[config.mk]
export PLATFORM = sky130hd
export DESIGN_NAME = watchdog_config_word_decode
export DESIGN_NICKNAME = d
export VERILOG_FILES = /design/src/rtl/wd_cfg_pkg.sv /design/src/rtl/wd_cfg_if.sv /design/src/rtl/wd_cfg_decode.sv /design/src/rtl/watchdog_config_word_decode.sv
export SDC_FILE = /design/constraint.sdc
export NUM_CORES = 1
export LEC_CHECK = 0
export CAP_MARGIN = 20
export CELL_PAD_IN_SITES_DETAIL_PLACEMENT = 1
export CELL_PAD_IN_SITES_GLOBAL_PLACEMENT = 1
export CORE_UTILIZATION = 35
export DETAILED_ROUTE_END_ITERATION = 10
export DONT_BUFFER_PORTS = 1
export PLACE_DENSITY_LB_ADDON = 0.1
export SYNTH_ARGS = -nofsm -noshare
export SYNTH_HDL_FRONTEND = slang
export SYNTH_SLANG_ARGS = --single-unit
[constraint.sdc]
create_clock -name pclk -period 7 [get_ports pclk]
set_clock_uncertainty 0.15 [all_clocks]
set_input_delay 0.35 -clock pclk [delete_from_list [all_inputs] [get_ports pclk]]
set_output_delay 0.35 -clock pclk [all_outputs]
set_load 0.02 [all_outputs]
[src/rtl/wd_cfg_pkg.sv]
// package: watchdog configuration word layout, register map and timing constants
package wd_cfg_pkg;
    // configuration word field positions
    localparam int WINSZ_LSB = 24;
    localparam int HWEN_BIT = 23;
    localparam int WINOFF_BIT = 22;
    localparam int PS_LSB = 16;
    localparam logic [4:0] PS_MAX = 5'h14;
    // reserved positions read back as ones
    localparam logic [31:0] RSVD_MASK = 32'hfc20_0000;
    localparam logic [31:0] CFG_RESET = 32'hffff_ffff;
    // register byte offsets
    localparam logic [7:0] CFG_OFF = 8'h00;
    localparam logic [7:0] CTRL_OFF = 8'h04;
    localparam logic [7:0] STAT_OFF = 8'h08;
    localparam logic [7:0] IRQ_OFF = 8'h0c;
    localparam logic [7:0] MASK_OFF = 8'h10;
    localparam logic [7:0] CNT_OFF = 8'h14;
    // control register bits
    localparam int CTRL_ON = 0;
    localparam int CTRL_CLR = 1;
    localparam int CTRL_LOAD = 2;
    // interrupt status bits
    localparam int EV_TIMEOUT = 0;
    localparam int EV_EARLY = 1;
    localparam int EV_W = 2;
    // base tick: 1 ms of watchdog base clock
    localparam int TICK_US = 1000;
    localparam int CLK_MHZ = 200;
    localparam int TICK_CYC = TICK_US * CLK_MHZ;
    localparam logic [4:0] WSZ_25 = 5'h02;
    typedef enum logic [1:0] {win_off_type_dummy} unused_type;
endpackage

[src/rtl/wd_cfg_if.sv]
// interface: decoded watchdog settings passed from decoder to counter
`timescale 1ns/10ps
interface wd_cfg_if;
    logic hw_enable;
    logic window_on;
    logic [1:0] window_size;
    logic [4:0] ps_eff;
    modport src (output hw_enable, output window_on, output window_size, output ps_eff);
    modport dst (input hw_enable, input window_on, input window_size, input ps_eff);
endinterface

[src/rtl/wd_cfg_decode.sv]
// module: decodes the watchdog fields of the configuration word
`timescale 1ns/10ps
module wd_cfg_decode (
    input wire logic [31:0] cfg_word,
    wd_cfg_if.src cfg
);
    // field extraction; out-of-range postscale clamps to the largest ratio
    always_comb begin
        cfg.window_size = cfg_word[wd_cfg_pkg::WINSZ_LSB +: 2];
        cfg.hw_enable = cfg_word[wd_cfg_pkg::HWEN_BIT];
        cfg.window_on = ~cfg_word[wd_cfg_pkg::WINOFF_BIT];
        if (cfg_word[wd_cfg_pkg::PS_LSB +: 5] > wd_cfg_pkg::PS_MAX) begin
            cfg.ps_eff = wd_cfg_pkg::PS_MAX;
        end else begin
            cfg.ps_eff = cfg_word[wd_cfg_pkg::PS_LSB +: 5];
        end
    end
endmodule

[src/rtl/watchdog_config_word_decode.sv]
// module: watchdog timer configured from the device configuration word, apb register access
//
// Chosen here: the register addresses and the APB interface to the registers.
`timescale 1ns/10ps
// How it works
// window size code 11/10/01/00 opens 25/37.5/50/75 percent of timeout
// hardware enable set: watchdog runs from reset, software off ignored
// hardware enable clear: idle after reset, software may switch on
// window-off bit one gives plain mode, zero gives window mode
// postscale code n divides by two to the n, up to code 10100
// postscale codes above 10100 act as 10100
// programmer writes ones to bits 31-26 and bit 21
// window mode: early clear resets, clear in open window restarts count
module watchdog_config_word_decode (
    input wire logic pclk,
    input wire logic presetn,
    input wire logic psel,
    input wire logic penable,
    input wire logic pwrite,
    input wire logic [7:0] paddr,
    input wire logic [31:0] pwdata,
    output logic [31:0] prdata,
    output logic pready,
    output logic pslverr,
    output logic wd_reset,
    output logic irq
);
    // software-visible state
    logic [31:0] cfg_q, cfg_d;
    logic sw_on_q, sw_on_d;
    logic [2:0] stat_q, stat_d;
    logic [2:0] mask_q, mask_d;
    logic [31:0] prdata_q, prdata_d;
    logic pslverr_q, pslverr_d;
    logic irq_q, irq_d;
    // counter state, with the bus ready and boot flags
    logic [31:0] tick_q, tick_d;
    logic [20:0] cnt_q, cnt_d;
    logic wd_reset_q, wd_reset_d;
    logic pready_q, pready_d;
    logic boot_q, boot_d;

    logic wr, clr_req, load_req, running, mapped;
    logic [20:0] period, open_start;
    logic ev_timeout, ev_early;

    wd_cfg_if cfg_bus ();

    wd_cfg_decode u_decode (
        .cfg_word(cfg_q),
        .cfg(cfg_bus.src)
    );

    assign wr = psel & penable & pwrite & pready_q;
    assign clr_req = wr && paddr == wd_cfg_pkg::CTRL_OFF && pwdata[wd_cfg_pkg::CTRL_CLR];
    assign load_req = wr && paddr == wd_cfg_pkg::CTRL_OFF && pwdata[wd_cfg_pkg::CTRL_LOAD];
    // hardware enable overrides the software switch
    assign running = cfg_bus.hw_enable | sw_on_q;

    // address decode for the error flag; an unaligned or unlisted offset
    // is refused for reads and writes alike, so a stray pointer shows at once
    always_comb begin
        if (paddr == wd_cfg_pkg::CFG_OFF) begin
            mapped = 1'b1;
        end else if (paddr == wd_cfg_pkg::CTRL_OFF) begin
            mapped = 1'b1;
        end else if (paddr == wd_cfg_pkg::STAT_OFF) begin
            mapped = 1'b1;
        end else if (paddr == wd_cfg_pkg::IRQ_OFF) begin
            mapped = 1'b1;
        end else if (paddr == wd_cfg_pkg::MASK_OFF) begin
            mapped = 1'b1;
        end else if (paddr == wd_cfg_pkg::CNT_OFF) begin
            mapped = 1'b1;
        end else begin
            mapped = 1'b0;
        end
    end

    // timeout period in postscaled ticks and the start of the open window
    // limitation: a one-tick period cannot resolve a window; every window code is exact only from postscale code 3 up
    always_comb begin
        period = 21'h000001 << cfg_bus.ps_eff;
        case (cfg_bus.window_size)
            2'b11: open_start = period - (period >> 2);
            2'b10: open_start = period - (period >> 2) - (period >> 3);
            2'b01: open_start = period >> 1;
            default: open_start = period >> 2;
        endcase
    end

    // apb decode and register updates; hardware event set beats clear
    always_comb begin
        cfg_d = cfg_q;
        sw_on_d = sw_on_q;
        mask_d = mask_q;
        prdata_d = prdata_q;
        pslverr_d = 1'b0;
        boot_d = 1'b0;
        // every setup is answered at the next edge: no wait states
        pready_d = psel & ~penable;
        stat_d = stat_q;
        // configuration word is latched once after reset from the stored image
        if (boot_q) begin
            cfg_d = wd_cfg_pkg::CFG_RESET;
        end
        if (wr) begin
            if (paddr == wd_cfg_pkg::CFG_OFF) begin
                // stands in for reprogramming; reserved bits forced to one
                cfg_d = pwdata | wd_cfg_pkg::RSVD_MASK;
            end else if (paddr == wd_cfg_pkg::CTRL_OFF) begin
                sw_on_d = pwdata[wd_cfg_pkg::CTRL_ON];
            end else if (paddr == wd_cfg_pkg::IRQ_OFF) begin
                stat_d = stat_q & ~pwdata[2:0];
            end else if (paddr == wd_cfg_pkg::MASK_OFF) begin
                mask_d = pwdata[2:0];
            end
        end else if (psel & ~penable & ~pwrite) begin
            if (paddr == wd_cfg_pkg::CFG_OFF) begin
                prdata_d = cfg_q;
            end else if (paddr == wd_cfg_pkg::CTRL_OFF) begin
                prdata_d = {31'h0, sw_on_q};
            end else if (paddr == wd_cfg_pkg::STAT_OFF) begin
                prdata_d = {24'h0, cfg_bus.ps_eff, cfg_bus.window_on, running, wd_reset_q};
            end else if (paddr == wd_cfg_pkg::IRQ_OFF) begin
                prdata_d = {29'h0, stat_q};
            end else if (paddr == wd_cfg_pkg::MASK_OFF) begin
                prdata_d = {29'h0, mask_q};
            end else if (paddr == wd_cfg_pkg::CNT_OFF) begin
                prdata_d = {11'h0, cnt_q};
            end else begin
                prdata_d = 32'h0;
            end
        end
        if (psel & ~penable) begin
            pslverr_d = ~mapped; // decided in setup so the flag stands with pready
        end
        if (ev_timeout) begin
            stat_d[wd_cfg_pkg::EV_TIMEOUT] = 1'b1;
        end
        if (ev_early) begin
            stat_d[wd_cfg_pkg::EV_EARLY] = 1'b1;
        end
        if (clr_req && cfg_bus.window_on && cnt_q >= open_start) begin
            stat_d[wd_cfg_pkg::EV_W] = 1'b1;
        end
        irq_d = |(stat_d & mask_d);
    end

    // register stage of the bus and status side
    always_ff @(posedge pclk or negedge presetn) begin
        if (!presetn) begin
            cfg_q <= wd_cfg_pkg::CFG_RESET;
            sw_on_q <= 1'b0;
            mask_q <= 3'h0;
            stat_q <= 3'h0;
            prdata_q <= 32'h0;
            pslverr_q <= 1'b0;
            pready_q <= 1'b0;
            irq_q <= 1'b0;
            boot_q <= 1'b1;
        end else begin
            cfg_q <= cfg_d;
            sw_on_q <= sw_on_d;
            mask_q <= mask_d;
            stat_q <= stat_d;
            prdata_q <= prdata_d;
            pslverr_q <= pslverr_d;
            pready_q <= pready_d;
            irq_q <= irq_d;
            boot_q <= boot_d;
        end
    end

    // watchdog counter: base tick then postscaled count
    always_comb begin
        tick_d = tick_q;
        cnt_d = cnt_q;
        ev_timeout = 1'b0;
        ev_early = 1'b0;
        wd_reset_d = 1'b0;
        // reload and switch-off win over a clear; a clear beats a tick end
        if (!running || load_req) begin
            tick_d = 32'h0;
            cnt_d = 21'h0;
        end else if (clr_req) begin
            tick_d = 32'h0;
            cnt_d = 21'h0;
            if (cfg_bus.window_on && cnt_q < open_start) begin
                ev_early = 1'b1;
                wd_reset_d = 1'b1;
            end
        end else if (tick_q == 32'(wd_cfg_pkg::TICK_CYC - 1)) begin
            tick_d = 32'h0;
            if (cnt_q == period - 21'h000001) begin
                cnt_d = 21'h0;
                ev_timeout = 1'b1;
                wd_reset_d = 1'b1;
            end else begin
                cnt_d = cnt_q + 21'h000001;
            end
        end else begin
            tick_d = tick_q + 32'h1;
        end
    end

    // register stage of the counter
    always_ff @(posedge pclk or negedge presetn) begin
        if (!presetn) begin
            tick_q <= 32'h0;
            cnt_q <= 21'h0;
            wd_reset_q <= 1'b0;
        end else begin
            tick_q <= tick_d;
            cnt_q <= cnt_d;
            wd_reset_q <= wd_reset_d;
        end
    end

    assign prdata = prdata_q;
    assign pready = pready_q;
    assign pslverr = pslverr_q;
    assign wd_reset = wd_reset_q;
    assign irq = irq_q;
endmodule

# Yosys cells after proc, flatten, opt, wreduce, memory -nomap -nowiden
# Cells that the tools add are included.
[totals] ff_bits=129 latchBits=0 mem_count=0 out_inout_bits=36 word_cells=105 romBits=0 mem_bits_rw=0 inputBits=45
[classes] n_bitwise=15 n_addsub=5 order_cmp=3 n_shift=1 muxes=46 n_div=0 multipliers=0 n_eq_ne=10 reduce_logical=13
[op_table] op="$mux W32" n=7
[op_table] op="$mux W21" n=9
[op_table] op="$pmux W21 S3" n=1
[op_table] op="$add A32 B1 Y32 const B" n=1
[op_table] op="$eq A32 B18 Y1 const B" n=1
[op_table] op="$mux W3" n=9
[op_table] op="$add A21 B1 Y21 const B" n=1
[op_table] op="$eq A21 B21 Y1" n=1
[op_table] op="$ge A21 B21 Y1" n=1
[op_table] op="$lt A21 B21 Y1" n=1
[op_table] op="$shl A1 B5 Y21 const A" n=1
[op_table] op="$sub A21 B1 Y21 const B" n=1
[op_table] op="$sub A21 B18 Y21" n=1
[op_table] op="$sub A21 B19 Y21" n=1
[op_table] op="$mux W1" n=19
[op_table] op="$eq A8 B4 Y1 const B" n=2
[op_table] op="$eq A8 B5 Y1 const B" n=2
[op_table] op="$eq A8 B3 Y1 const B" n=1
[op_table] op="$logic_not A8 Y1" n=1
[op_table] op="$and A3 B3 Y3" n=2
[op_table] op="$logic_and A1 B1 Y1" n=6
[op_table] op="$not A1 Y1" n=6
[op_table] op="$and A1 B1 Y1" n=5
[op_table] op="$gt A5 B5 Y1 const B" n=1
[op_table] op="11 further kinds" n=12

# Logic depth before layout (Yosys ltp)
[depth] depth_word=14 depth_mapped=30 depth_no_buf=29

# By module
# Synthesis repeated with hierarchy kept, for this count alone.
[hier_totals] cells_unflattened=1184 area_unflattened_um2=9867.0
[by_module_without_submodules] mod="watchdog_config_word_decode" cells_each=1174 instances=1 seq_area_each_um2=3269.4 area_each_um2=9801.9
[by_module_without_submodules] mod="wd_cfg_decode" cells_each=10 instances=1 seq_area_each_um2=0.0 area_each_um2=65.1

# Worst setup path after synthesis
# Ideal clock, no wire load.
[synth_timing] path_type="reg-to-reg" start="register cfg_q[18]" end="register stat_q[2]" required_time_ps=6723 stages_incl_launch_ff=27 period_less_slack_ps=6144 path_buffers=3 t_arrival_ps=5867 setup_ps=127 slack_ps=856 cell_sequence="dfstp_2 > buf_4 > buf_2 > clkbuf_1 > nand3_1 > ha_1 > inv_1 > a311o_1 > nand2_1 > a21o_1 > a21oi_1 > xnor2_1 > ha_1 > or3_1 > or2_2 > o2111ai_1 > a21oi_1 > or2_2 > or3_1 > a31o_2 > ha_1 > a21o_1 > a21oi_1 > o211ai_1 > a31oi_1 > a21oi_1 > or2_2"
[synth_via] elab_chain_len=9
[synth_rtl] element="start: declaration" line_no="watchdog_config_word_decode.sv:29" source="logic [31:0] cfg_q, cfg_d;"
[synth_rtl] element="start signal: assignment" line_no="watchdog_config_word_decode.sv:153" source="cfg_q <= wd_cfg_pkg::CFG_RESET;"
[synth_rtl] element="start signal: assignment" line_no="watchdog_config_word_decode.sv:163" source="cfg_q <= cfg_d;"
[synth_rtl] element="$gt A5 B5 Y1" line_no="wd_cfg_decode.sv:12" source="if (cfg_word[wd_cfg_pkg::PS_LSB +: 5] > wd_cfg_pkg::PS_MAX) begin"
[synth_rtl] element="$mux W5 (*)" line_no="wd_cfg_decode.sv:12"
[synth_rtl] element="$shl A1 B5 Y21 (*)" line_no="watchdog_config_word_decode.sv:83" source="period = 21'h000001 << cfg_bus.ps_eff;"
[synth_rtl] element="$sub A21 B19 Y21" line_no="watchdog_config_word_decode.sv:85, watchdog_config_word_decode.sv:86"
[synth_rtl] element="$sub A21 B18 Y21" line_no="watchdog_config_word_decode.sv:86" source="2'b10: open_start = period - (period >> 2) - (period >> 3);"
[synth_rtl] element="$pmux W21 S3 (*)" line_no="watchdog_config_word_decode.sv:84" source="case (cfg_bus.window_size)"
[synth_rtl] element="$ge A21 B21 Y1 (*)" line_no="watchdog_config_word_decode.sv:144" source="if (clr_req && cfg_bus.window_on && cnt_q >= open_start) begin"
[synth_rtl] element="$logic_and A1 B1 Y1 (*)" line_no="watchdog_config_word_decode.sv:144"
[synth_rtl] element="$mux W1 (*)" line_no="watchdog_config_word_decode.sv:144"
[synth_rtl] element="via stat_d[2]" line_no="watchdog_config_word_decode.sv:31" source="logic [2:0] stat_q, stat_d;"
[synth_rtl] element="end signal: assignment" line_no="watchdog_config_word_decode.sv:166" source="stat_q <= stat_d;"
[synth_rtl] element="end: declaration" line_no="watchdog_config_word_decode.sv:31"
# The timed path passes the listed nets; every way through them passes the cells marked *.
# A chain may end at the register's enable or synchronous reset.

# Worst setup path after layout
[layout_timing] start="register cfg_q[18]" end="register irq_q (netlist: irq)"
[layout_via] elab_chain_len=14 word_cells_on_any_way=24 classes_between="add/sub (3); order compare (3); eq/ne (1); shift (1); mux (12); bitwise (1); reduce/logical (3)"
[layout_rtl] element="$gt A5 B5 Y1" line_no="wd_cfg_decode.sv:12"
[layout_rtl] element="$mux W5 (*)" line_no="wd_cfg_decode.sv:12"
[layout_rtl] element="$shl A1 B5 Y21 (*)" line_no="watchdog_config_word_decode.sv:83"
[layout_rtl] element="$sub A21 B19 Y21" line_no="watchdog_config_word_decode.sv:85, watchdog_config_word_decode.sv:86"
[layout_rtl] element="$sub A21 B18 Y21" line_no="watchdog_config_word_decode.sv:86"
[layout_rtl] element="$pmux W21 S3" line_no="watchdog_config_word_decode.sv:84"
[layout_rtl] element="$lt A21 B21 Y1" line_no="watchdog_config_word_decode.sv:189" source="if (cfg_bus.window_on && cnt_q < open_start) begin"
[layout_rtl] element="$logic_and A1 B1 Y1" line_no="watchdog_config_word_decode.sv:189"
[layout_rtl] element="$mux W1" line_no="watchdog_config_word_decode.sv:189"
[layout_rtl] element="$mux W1" line_no="watchdog_config_word_decode.sv:186" source="end else if (clr_req) begin"
[layout_rtl] element="$mux W1" line_no="watchdog_config_word_decode.sv:183" source="if (!running || load_req) begin"
[layout_rtl] element="$mux W1" line_no="watchdog_config_word_decode.sv:141" source="if (ev_early) begin"
[layout_rtl] element="$and A3 B3 Y3 (*)" line_no="watchdog_config_word_decode.sv:147" source="irq_d = |(stat_d & mask_d);"
[layout_rtl] element="$reduce_or A3 Y1 (*)" line_no="watchdog_config_word_decode.sv:147"
[layout_rtl] element="via irq_d" line_no="watchdog_config_word_decode.sv:35" source="logic irq_q, irq_d;"
[layout_rtl] element="end signal: assignment" line_no="watchdog_config_word_decode.sv:170" source="irq_q <= irq_d;"
[layout_rtl] element="end: declaration" line_no="watchdog_config_word_decode.sv:35"
# Marked as above.

==> run_results.csv <==
group,metric,value,unit
drt,wl_per_cell,19.4,um
global_routing,grt_max_degree,130,
synthesis,synth_edf_count,0,
synthesis,syn_area_per_cell,8.22,um^2
cts,cts_tree,"built",
drt,dr.pass1.iters,5,
power,p_int,1360,uW
synthesis,synthFlopType,"dfrtp_1",
critical_path,rrSetupSlack,380,ps
finish,final_cells,1584,
die,die-area,0.0285,mm^2
die,start_util,35.9,%
cts,insertion_delay,430,ps
critical_path,r2r_end,"irq$_DFF_PN0_",
sta,relSlewSlack,30.6,%
power,p_seq_share,43.8,%
synthesis,yosys.cell_count.top_type,"nand2_1",
global_routing,grt_antenna_before_repair,0,
status,run_status,"completed",
finish,areaGrowthSynthToFinish,14.6,%
finish,n_antenna_cell,0,
synthesis,ys_seq_elements,129,
hold_path,hp-class,"in -> reg",
sta,whs,32.1,ps
critical_path,crit_type,"reg -> reg",
sta,slew_viol_final,0,
critical_path,crit_path_end,"irq$_DFF_PN0_",
finish,drive_above_1_share,11.5,%
global_routing,grt_usage,22.3,%
synthesis,yosysTopAreaCell,"dfrtp_1",
finish,multiInputGateArea,0.00608,mm^2
critical_path,cp-startpoint,"cfg_q[18]$_DFF_PN1_",
place,preCtsSetupSlack,142,ps
die,coreArea,0.0271,mm^2
power,clockPowerShare,51.3,%
critical_path,crit_top_cell,"a21oi_1",
synthesis,syn_inst,1184,
drt,antenna_left,0,
critical_path,crit_path_max_incr_delay,440,ps
sta,worst_pin_slew,1040,ps
sta,fin_crit,6620,ps
critical_path,critical-path-slowest-cell,"or3_1",
drt,drtIter0Drc,509,
synthesis,synth_top_cell_area_share,24.7,%
critical_path,arrival,6770,ps
critical_path,start_kind,"flop",
drt,drc_errors,0,
hold_path,worstHoldStart,"paddr[2]",
finish,fin_area,0.0112,mm^2
sta,rsz0062_at_grt,"no",
run,maxCapViolations,0,
cts,cts_sinks,129,
synthesis,synth_fp_nets,1291,
die,io_pins,81,
cts,cts_buffers,17,
place,port_buffers,0,
global_routing,grt_pass1_wl,50300,um
synthesis,yosysWarnings,0,
synthesis,synth.distinct_cells,83,
power,p_switching,483,uW
critical_path,end_kind,"flop",
place,placed_cell_area,0.0101,mm^2
global_routing,gr-total-overflow,0,
place,place_inst,1516,
sta,fmax,151,MHz
synthesis,async_flop_share,100,%
power,switching_share,26.2,%
die,die_w,169,um
power,cellLeakagePower,0.00489,uW
sta,setup_slack,376,ps
finish,fill_cells,3215,
die,die_y,169,um
drt,via_per_inst,5.55,
drt,wl,30800,um
sta,finalHoldViolations,0,
critical_path,crit_fanout,6,
drt,vias,8785,
place,dp_hpwl,22500,um
sta,fin_tns_setup,0,ps
cts,clkTransAtPathRegs,70,ps
cts,htree_num_levels,4,
sta,setup_viol,0,
place,gp_congestion,0.834,
die,num_rows,60,
power,powerDensity,165,mW/mm^2
finish,nNetsFinal,1306,
synthesis,yosysSeqAreaShare,33.6,%
global_routing,grt_pass1_vias,8952,
synthesis,synth_area,0.00974,mm^2
sta,finalCritPeriodShare,94.6,%
critical_path,r2r-start,"cfg_q[18]$_DFF_PN1_",
power,ir_worst_vdd,0.157,mV
cts,cts-root-buf,"clkbuf_16",
finish,regArea,0.00328,mm^2
critical_path,reg2reg_depth,28,
cts,cts_max_path_buffers,2,
synthesis,netlist_top_cells_area,"dfrtp_1 (25%), dfstp_2 (8.9%), ha_1 (7.7%), nand2_1 (7.1%), o21ai_0 (5.7%)",
power,comb_power_share,4.9,%
synthesis,synth_commonest_cells,"nand2_1 (184), o21ai_0 (110), dfrtp_1 (96)",
critical_path,critPathRequiredTime,7140,ps
cell families (layout without fill, tap and decap cells):
family	count (synthesis)	after routing	share of synthesized area, %
DFF	129	129	33.6
other	1	1	0.0385
AOI/OAI and AO/OA	318	318	20.9
muxes	17	17	2.31
and+or+nand+nor	477	477	24.1
buffers and inverters	110	138	4.52
adders and majority gates	62	62	8.12
xor gates and xnor gates	70	70	6.44
power by group through the flow:
stage               Combinational (uW)  Sequential (uW)  Clock [uW]
finish                            89.9              807         945
global route                       102              811         998
CTS                               92.3              807         966
detailed placement                58.9              820           0
global placement                  56.2              820           0
floorplan                         53.2              810           0
registers in the layout, summed over array words and instances (netlist names), 3 cells and up:
name and flops:
cfg_q 32, cnt_q 21, mask_q 3, prdata 32, stat_q 3, tick_q 32
metal layers:
layer | vias up | global-route usage (%) | routed length [um]
met1 | 4357 | 30.7 | 15300
met2 | 117 | 37.0 | 14400
met5 | - | 0 | 0
met3 | 16 | 3.27 | 810
li1 | 4295 | - | -
met4 | 0 | 4.19 | 255
critical path, delay by kind of cell (launching register included):
kind / cells / cell delay, ps
AO/OA/AOI/OAI: 13 / 2230
AND/OR/NAND/NOR: 7 / 1880
adder cells (fa/ha/maj): 4 / 1170
buffers and inverters: 3 / 490
flip-flops: 1 / 410
XOR/XNOR: 1 / 150
layout make-up:
type | instances | area share (%)
tap | 372 | 4.17
timing repair buffer | 64 | 5.16
clock buffer | 18 | 3.93
multi-input combinational | 945 | 54.5
clock inverter | 14 | 1.50
sequential | 129 | 29.4
inverter | 42 | 1.41
repair_timing:
action	CTS	global route
setup buffers	0	4
setup endpoints to repair	0	2
hold buffers	32	0
hold endpoints to repair	162	0
resized for setup	0	9
layout by cell type, fill, tap and decap left out, types with 19 or more instances in the layout:
master         instances
nand2_1              184
o21ai_0              110
dfrtp_1               96
nor2_1                81
ha_1                  60
a21oi_1               56
nand3_1               49
inv_1                 40
xor2_1                36
xnor2_1               33
dfstp_2               31
dlygate4sd3_1         31
buf_4                 31
and3_1                23
a21o_1                22
nand4_1               19
a211oi_1              19
per-stage QoR:
| stage | utilization [%] | total power [uW] |
|---|---|---|
| after floorplan | - | 863 |
| after global placement | 37.4 | 876 |
| after detailed placement | 37.4 | 879 |
| after CTS | 40.9 | 1870 |
| after global routing | 41.2 | 1910 |
| final | 41.2 | 1840 |
how the worst min path moves through the flow:
stage / end / slack [ps] / cells past startpoint
6_report: prdata[0]$_DFFE_PN0P_ / 30 / 3
5_1_grt: wd_reset$_DFF_PN0_ / 20 / 2
4_1_cts: wd_reset$_DFF_PN0_ / 3 / 2
3_3_place_gp: prdata[21]$_DFFE_PN0P_ / -90 / 0
2_1_floorplan: cnt_q[0]$_DFFE_PN0P_ / -100 / 0
3_5_place_dp: prdata[8]$_DFFE_PN0P_ / -90 / 0
Power figures use the tool's default switching activity.
